<file path="src/hdl/spw_pkg.sv">
// Constants for the single-phase waveform output block
// Overview of operation
// - Pin goes high on compare match
// - Pin returns low at timer zero
// - Default level bit sets starting level
// - Polarity flip bit inverts the output
// - Free-running period is 65536 counts
// - Channel-0 reset mode period is n+2
// - Reset mode: channels 1-7 only generate
// - Compare at least n+2 stays low
// - Enable bit set starts output
// - Enable bit cleared stops output
// - Every match on an enabled channel sets request flag
// - Kind field chooses mode, port bit overrides
package spw_pkg;

    // ****************************************
    // Sizes
    // ****************************************
    localparam int NUM_CH    = 8;
    localparam int ADDR_W    = 5;
    localparam int DATA_W    = 16;
    localparam int TIMER_W   = 16;

    // ****************************************
    // Register map, word addresses
    // ****************************************
    localparam logic [ADDR_W-1:0] ADDR_BASE_TIMER_CTRL = 5'h00;
    localparam logic [ADDR_W-1:0] ADDR_FUNC_ENABLE     = 5'h01;
    localparam logic [ADDR_W-1:0] ADDR_FUNC_SELECT     = 5'h02;
    localparam logic [ADDR_W-1:0] ADDR_MATCH_REQUEST   = 5'h03;
    localparam logic [ADDR_W-1:0] ADDR_TIMER_VALUE     = 5'h04;
    localparam logic [1:0]        PAGE_OUTPUT_CTRL     = 2'h1;
    localparam logic [1:0]        PAGE_COMPARE         = 2'h2;

    // ****************************************
    // Field layouts
    // ****************************************
    localparam int RSTSEL_LSB = 0;
    localparam int RSTSEL_MSB = 2;
    localparam int TIMER_RUN_BIT = 3;
    localparam int KIND_LSB   = 0;
    localparam int KIND_MSB   = 2;
    localparam int DEFLVL_BIT = 3;
    localparam int INVERT_BIT = 4;
    localparam int RTPORT_BIT = 5;
    localparam int OCR_W      = 6;
    localparam int PAGE_MSB   = 4;
    localparam int PAGE_LSB   = 3;
    localparam int INDEX_MSB  = 2;
    localparam int CTRL_USED_W = 4;

    // ****************************************
    // Encodings and reset values
    // ****************************************
    localparam logic [2:0] RSTSEL_FREE_RUN   = 3'h0;
    localparam logic [2:0] RSTSEL_ON_CH0     = 3'h2;
    localparam logic [2:0] KIND_SINGLE_PHASE = 3'h0;
    localparam logic [TIMER_W-1:0] TIMER_ZERO = 16'h0000;
    localparam logic [TIMER_W-1:0] TIMER_MAX  = 16'hffff;
    localparam logic [TIMER_W-1:0] TIMER_STEP = 16'h0001;
    localparam logic [DATA_W-1:0]  DATA_ZERO  = 16'h0000;
    localparam logic [OCR_W-1:0]   OCR_RESET  = 6'h00;
    localparam logic [NUM_CH-1:0]  CH_NONE    = 8'h00;

endpackage

</file>
<file path="src/hdl/spw_channel.sv">
// One waveform channel: level state and registered output pin
`timescale 1ns/1ps
`default_nettype none
module spw_channel (
    input  wire logic clk_sys,
    input  wire logic srst,
    input  wire logic active,
    input  wire logic match,
    input  wire logic atZero,
    input  wire logic defaultLevel,
    input  wire logic polarityFlip,
    output var  logic waveformOutPin
);
    import spw_pkg::*;

    logic level;
    logic next_level;

    // ****************************************
    // Level decision
    // ****************************************
    // Match wins over zero so a compare of 0000h gives a full-high period
    assign next_level = !active ? defaultLevel :
                        match   ? 1'b1 :
                        atZero  ? 1'b0 :
                                  level;

    always_ff @(posedge clk_sys) begin
        if (srst) begin
            level          <= 1'b0;
            waveformOutPin <= 1'b0;
        end else begin
            level          <= next_level;
            waveformOutPin <= next_level ^ polarityFlip;
        end
    end
endmodule // spw_channel
`default_nettype wire

</file>
<file path="src/hdl/spw_top.sv">
// Single-phase waveform output block: base timer, registers, channels
//
// Strobed register access and the placing of the registers were chosen for this implementation.
`timescale 1ns/1ps
`default_nettype none
module spw_top (
    input  wire logic                         clk_sys,
    input  wire logic                         srst,
    input  wire logic [spw_pkg::ADDR_W-1:0]   regAddr,
    input  wire logic [spw_pkg::DATA_W-1:0]   regWrData,
    input  wire logic                         regWrStb,
    input  wire logic                         regRdStb,
    output var  logic [spw_pkg::DATA_W-1:0]   regRdData,
    output var  logic [spw_pkg::NUM_CH-1:0]   waveformOutPin,
    output var  logic [spw_pkg::NUM_CH-1:0]   compareMatchRequest
);
    import spw_pkg::*;

    // ****************************************
    // Storage
    // ****************************************
    logic [2:0]         timerResetSelect;
    logic               timerRun;
    logic [NUM_CH-1:0]  channelEnable;
    logic [NUM_CH-1:0]  functionSelect;
    logic [TIMER_W-1:0] timerValue;
    logic               resetPending;
    logic [DATA_W-1:0]  compareValue [NUM_CH];
    logic [OCR_W-1:0]   outputControl [NUM_CH];

    function automatic logic fnIsMatch(input logic [TIMER_W-1:0] t,
                                       input logic [DATA_W-1:0] c);
        return t == c;
    endfunction

    // ****************************************
    // Decode
    // ****************************************
    wire               wrCtrl    = regWrStb && regAddr == ADDR_BASE_TIMER_CTRL;
    wire               wrEnable  = regWrStb && regAddr == ADDR_FUNC_ENABLE;
    wire               wrSelect  = regWrStb && regAddr == ADDR_FUNC_SELECT;
    wire               wrRequest = regWrStb && regAddr == ADDR_MATCH_REQUEST;
    wire               wrOcr     = regWrStb && regAddr[PAGE_MSB:PAGE_LSB] == PAGE_OUTPUT_CTRL;
    wire               wrCmp     = regWrStb && regAddr[PAGE_MSB:PAGE_LSB] == PAGE_COMPARE;
    wire [INDEX_MSB:0] regIndex  = regAddr[INDEX_MSB:0];
    wire               resetMode = timerResetSelect == RSTSEL_ON_CH0;
    wire               atZero    = timerValue == TIMER_ZERO;
    wire [NUM_CH-1:0]  matchVec;
    wire [NUM_CH-1:0]  chanActive;
    wire [NUM_CH-1:0]  requestSet;

    genvar g;
    generate
        for (g = 0; g < NUM_CH; g++) begin : gen_ch
            wire [OCR_W-1:0] ocr = outputControl[g];
            wire waveKindOk = !ocr[RTPORT_BIT]
                           && ocr[KIND_MSB:KIND_LSB] == KIND_SINGLE_PHASE;
            // Channel 0 only sets the period in reset mode
            wire periodOnly = resetMode && (g == 0);
            assign matchVec[g]   = timerRun && fnIsMatch(timerValue, compareValue[g]);
            // Select bit high means time measurement owns the channel
            assign chanActive[g] = channelEnable[g] && !functionSelect[g]
                                && waveKindOk && !periodOnly;
            assign requestSet[g] = channelEnable[g] && matchVec[g];

            spw_channel u_channel (
                .clk_sys        (clk_sys),
                .srst           (srst),
                .active         (chanActive[g]),
                .match          (matchVec[g]),
                .atZero         (timerRun && atZero),
                .defaultLevel   (ocr[DEFLVL_BIT]),
                .polarityFlip   (ocr[INVERT_BIT]),
                .waveformOutPin (waveformOutPin[g])
            );
        end
    endgenerate

    // ****************************************
    // Base timer
    // ****************************************
    // Reset lands one count after the channel-0 match, so the period is n+2
    wire [TIMER_W-1:0] next_timerValue =
        !timerRun    ? timerValue :
        resetPending ? TIMER_ZERO :
                       timerValue + TIMER_STEP;
    wire next_resetPending = timerRun ? (resetMode && matchVec[0]) : resetPending;

    always_ff @(posedge clk_sys) begin
        if (srst) begin
            timerValue   <= TIMER_ZERO;
            resetPending <= 1'b0;
        end else begin
            timerValue   <= next_timerValue;
            resetPending <= next_resetPending;
        end
    end

    // ****************************************
    // Register writes
    // ****************************************
    always_ff @(posedge clk_sys) begin
        if (srst) begin
            timerResetSelect <= RSTSEL_FREE_RUN;
            timerRun         <= 1'b0;
            channelEnable    <= CH_NONE;
            functionSelect   <= CH_NONE;
        end else begin
            if (wrCtrl) begin
                timerResetSelect <= regWrData[RSTSEL_MSB:RSTSEL_LSB];
                timerRun         <= regWrData[TIMER_RUN_BIT];
            end
            if (wrEnable) begin
                channelEnable <= regWrData[NUM_CH-1:0];
            end
            if (wrSelect) begin
                functionSelect <= regWrData[NUM_CH-1:0];
            end
        end
    end

    always_ff @(posedge clk_sys) begin
        if (srst) begin
            for (int i = 0; i < NUM_CH; i++) begin
                compareValue[i]  <= DATA_ZERO;
                outputControl[i] <= OCR_RESET;
            end
        end else begin
            if (wrCmp) begin
                compareValue[regIndex] <= regWrData;
            end
            if (wrOcr) begin
                outputControl[regIndex] <= regWrData[OCR_W-1:0];
            end
        end
    end

    // Write one to clear; a match in the same cycle keeps the flag set
    wire [NUM_CH-1:0] clearMask = wrRequest ? regWrData[NUM_CH-1:0] : CH_NONE;
    wire [NUM_CH-1:0] next_request = (compareMatchRequest & ~clearMask) | requestSet;

    always_ff @(posedge clk_sys) begin
        if (srst) begin
            compareMatchRequest <= CH_NONE;
        end else begin
            compareMatchRequest <= next_request;
        end
    end

    // ****************************************
    // Register reads
    // ****************************************
    wire [DATA_W-1:0] readCtrl = {{(DATA_W-CTRL_USED_W){1'b0}}, timerRun, timerResetSelect};
    wire [DATA_W-1:0] readMux =
        regAddr == ADDR_BASE_TIMER_CTRL ? readCtrl :
        regAddr == ADDR_FUNC_ENABLE     ? {{(DATA_W-NUM_CH){1'b0}}, channelEnable} :
        regAddr == ADDR_FUNC_SELECT     ? {{(DATA_W-NUM_CH){1'b0}}, functionSelect} :
        regAddr == ADDR_MATCH_REQUEST   ? {{(DATA_W-NUM_CH){1'b0}}, compareMatchRequest} :
        regAddr == ADDR_TIMER_VALUE     ? timerValue :
        regAddr[PAGE_MSB:PAGE_LSB] == PAGE_OUTPUT_CTRL ?
            {{(DATA_W-OCR_W){1'b0}}, outputControl[regIndex]} :
        regAddr[PAGE_MSB:PAGE_LSB] == PAGE_COMPARE ? compareValue[regIndex] :
                                          DATA_ZERO;

    always_ff @(posedge clk_sys) begin
        if (srst) begin
            regRdData <= DATA_ZERO;
        end else begin
            regRdData <= regRdStb ? readMux : DATA_ZERO;
        end
    end
endmodule // spw_top
`default_nettype wire

</file>
<file path="config.mk">
export PLATFORM = sky130hd
export DESIGN_NAME = spw_top
export DESIGN_NICKNAME = d
export VERILOG_FILES = /design/src/hdl/spw_pkg.sv /design/src/hdl/spw_channel.sv /design/src/hdl/spw_top.sv
export SDC_FILE = /design/constraint.sdc
export NUM_CORES = 1
export LEC_CHECK = 0
export BUFFER_PORTS_ARGS = -buffer_cell sky130_fd_sc_hd__buf_4
export CORE_AREA = 3 3 168 153
export CTS_CLUSTER_DIAMETER = 40
export DETAILED_ROUTE_END_ITERATION = 8
export DIE_AREA = 0 0 171 156
export MAX_ROUTING_LAYER = met4
export PLACE_DENSITY = 0.76
export RECOVER_POWER = 25
export SKIP_LAST_GASP = 1
export SYNTH_ARGS = -nofsm -noshare
export SYNTH_HDL_FRONTEND = slang
export SYNTH_SLANG_ARGS = --single-unit
</file>
<file path="constraint.sdc">
create_clock -name clk_sys -period 2.6 [get_ports clk_sys]
set_clock_uncertainty 0.2 [all_clocks]
set_input_delay 0.78 -clock clk_sys [delete_from_list [all_inputs] [get_ports clk_sys]]
set_output_delay 0.78 -clock clk_sys [all_outputs]
set_load 0.02 [all_outputs]
</file>
==> results by group <==
Synth
  – Number of enable-type register cells in the synthesized netlist: 176
  – Average instance area after synthesis: approximately 11 µm²
  – Count of synthesis-stage warnings from yosys: 0
  – Leading register cell type out of synthesis: sky130_fd_sc_hd__edfxtp_1
  – Mapped Area: between 0.01 and 0.015 mm²
  – Net count of the mapped netlist: 1237
  – Leading cell types by count after synthesis: sky130_fd_sc_hd__and2_1, sky130_fd_sc_hd__edfxtp_1, sky130_fd_sc_hd__xnor2_1, sky130_fd_sc_hd__nor2_1, sky130_fd_sc_hd__dfxtp_1
  – Top cell type's share of synthesized area: 0.3938
  – Synthesized netlist cell count: between 1000 and 1500
  – Sequential share of the synthesized area: 0.5087
  – Distinct cell type count of the synthesized netlist: slightly above 60
  – Share of async-settable or async-resettable flops after synthesis: 0
  – Synth area leaders: sky130_fd_sc_hd__edfxtp_1, sky130_fd_sc_hd__dfxtp_1, sky130_fd_sc_hd__and2_1
  – Library cell occupying the most area in the post-synthesis netlist: sky130_fd_sc_hd__edfxtp_1
  – Count leader, synth: sky130_fd_sc_hd__and2_1
  – Number of synthesized register bits: 253

Min path
  – Launch instance of the worst min-delay path: compareMatchRequest[2]
  – Hold Path Class: reg -> reg

Routing
  – Residual antenna-violating net count after detailed routing: 0
  – First-pass iteration count of the detailed router: 6
  – Drt via density: about 6.3
  – Remaining DRCs: 0
  – Average wire per cell in the routed design: roughly 27 µm
  – Via total after detailed routing: 10420
  – Number of design-rule violations left by the first detailed-router iteration: approximately 1400
  – Total Routed Length: about 45 mm

Worst setup path
  – Critical Path Sink Type: flop
  – Worst EP required: 2.80 ns
  – Type of origin of the critical path: flop
  – Startpoint of the worst register-to-register path: outputControl[7][2]
  – Largest fanout on the critical path: 2
  – Category of the critical setup timing path: reg -> reg
  – Data arrival time at the worst-slack endpoint: between 2 and 3 ns
  – Beginning of the critical path: outputControl[7][2]

Die
  – Core box area: 0.02419 mm²
  – Starting density of the core: 0.5548
  – Die span in x: 171 µm
  – Count of pins on the block boundary: 57
  – Die height: between 150 and 200 µm
  – Core Rows: 54
  – Die Area: between 0.02 and 0.03 mm²

Timing
  – Setup violators final: 0
  – Setup repair after global routing missed its margin: false
  – Max Clock Freq: between 0.3 and 0.4 GHz
  – Normalized max-slew margin: 0.4452
  – Tightest Pin Transition: ~0.83 ns
  – Hold violation total from the final report: 0
  – Final worst path period share: 0.9958
  – Number of pins exceeding their max-slew limit in the final report: 0
  – Shortest period the worst path allows: about 2.6 ns
  – Final total negative setup slack: 0 ns

Power
  – Cell Pwr Density: approximately 660 mW/mm²
  – Max IR drop VDD: between 0.4 and 0.5 mV
  – Static Leakage: 5.801 nW

Place
  – Routability congestion estimate from global placement: 1.055
  – HPWL after DPL: between 30 and 40 mm
  – I/O Buffers: between 50 and 60

CTS
  – Clock-pin slew on the worst setup and hold paths: 0.06 ns
  – Clock latency on the worst-skew pair: between 0.5 and 0.6 ns
  – Hold buffers post-CTS: 0
  – CTS tree: yes
  – Maximum clock path buffer count: 3
  – CTS resizes: 0
  – # Post-CTS Setup Buffers: 0
  – Inserted Clock Buffers: 35
  – Maximum level of the CTS H-tree: 2
  – Clock root buffer master: sky130_fd_sc_hd__clkbuf_16
  – Num Clock Sinks: ~250

Cells and area
  – Fill count: 1862
  – Syn-to-layout area delta: 19.36%
  – Finished Core Util: 0.6622
  – Net count of the finished layout: 1354
  – Share of final-layout standard cells stronger than drive strength 1: 0.2239

Global route
  – Sum of overflow across all layers after global routing: 0
  – Largest net degree at the start of global routing: 42
  – First-pass GRT wire length: 65.78 mm
  – Number of antenna violations at the first check in global routing: 4
  – Total GRT Usage: 0.3505
  – Number of global-route vias before repair: a little under 10000

Run
  – Number of maximum-capacitance violations: 0

Run status
  – Outcome: finished clean
layer usage:
layer,up-vias,track usage,routed length [µm]
li1,4534,-,-
met1,5071,0.5140,19080
met2,707,0.4777,18700
met3,103,0.09881,5950
met4,0,0.09770,1515
met5,-,-,0
worst max-delay path, cell delays in order (launching register included):
cell,delay (ns)
sky130_fd_sc_hd__edfxtp_1,0.41
sky130_fd_sc_hd__or4_1,0.66
sky130_fd_sc_hd__or3_4,0.39
sky130_fd_sc_hd__mux2_4,0.31
sky130_fd_sc_hd__a21oi_2,0.18
sky130_fd_sc_hd__mux2_1,0.34
cell type report:
class | instances | area, µm² | area share
Multi-Input combinational cell | 847 | 6095 | 0.3805
Clock inverter | 18 | 226.5 | 0.01414
Tap cell | 308 | 385.4 | 0.02406
Clock buffer | 45 | 996.0 | 0.06218
Timing Repair Buffer | 173 | 1423 | 0.08881
Inverter | 17 | 63.81 | 0.003984
Antenna cell | 1 | 2.502 | 0.0001562
Sequential cell | 253 | 6827 | 0.4262
through the flow:
stage	power (mW)	area [µm²]	cells	worst slack, ns	hold slack, ns
3_3_place_gp	5.640	14840	1598	-0.03133	0.2745
4_1_cts	10.58	16070	1661	0.06352	0.3073
5_1_grt	10.83	16020	1662	0.01598	0.3352
3_5_place_dp	5.650	14840	1598	-0.03962	0.2915
2_1_floorplan	5.193	13430	1210	0.002486	0.2645
6_report	10.57	16020	1662	0.01097	0.3003
placed cells by master, fill, tap and decap left out, types with 21 or more instances in the layout:
cell                        instances
sky130_fd_sc_hd__dfxtp_1           77
sky130_fd_sc_hd__nand4_1           28
sky130_fd_sc_hd__and2_1           117
sky130_fd_sc_hd__nand2_1           60
sky130_fd_sc_hd__clkbuf_16         37
sky130_fd_sc_hd__mux2i_1           37
sky130_fd_sc_hd__a221oi_1          22
sky130_fd_sc_hd__buf_4            144
sky130_fd_sc_hd__mux4_2            21
sky130_fd_sc_hd__edfxtp_1         176
sky130_fd_sc_hd__and2_0            61
sky130_fd_sc_hd__mux2_2            24
sky130_fd_sc_hd__nor3_1            22
sky130_fd_sc_hd__xnor2_1          127
sky130_fd_sc_hd__nor2_1            96
cell families after synthesis:
kind of cell | synth area share
and+or+nand+nor | 0.1964
adders and majority gates | 0.001864
AOI/OAI and AO/OA | 0.07076
DFF | 0.5087
buffers and inverters | 0.03804
xor gates and xnor gates | 0.09202
muxes | 0.09221
final timing paths:
check | end | slack [ns] | cells past startpoint
worst max-delay path | gen_ch[7].u_channel.waveformOutPin | 0.01 | 5
worst min-delay path | compareMatchRequest[2] | 0.30 | 2
worst max register to register | gen_ch[7].u_channel.waveformOutPin | 0.01 | 5
worst min register to register | compareMatchRequest[2] | 0.30 | 2
sequential cells by signal, summed over array words and instances (netlist names):
| signal | cells |
|---|---|
| channelEnable | 8 |
| compareMatchRequest | 8 |
| compareValue | 128 |
| functionSelect | 8 |
| gen_ch.u_channel.level | 8 |
| gen_ch.u_channel.waveformOutPin | 8 |
| outputControl | 48 |
| regRdData | 16 |
| resetPending | 1 |
| timerResetSelect | 3 |
| timerRun | 1 |
| timerValue | 16 |
power by group:
| group | internal, mW | total [mW] | leakage [nW] | switching (mW) |
|---|---|---|---|---|
| Sequential | 4.49 | 4.68 | 2.30 | 0.188 |
| Combinational | 0.401 | 0.923 | 2.90 | 0.522 |
| Clock | 3.07 | 4.97 | 0.599 | 1.90 |
| Total | 7.96 | 10.6 | 5.80 | 2.61 |
Note: power is estimated with default switching activity, not from simulation.
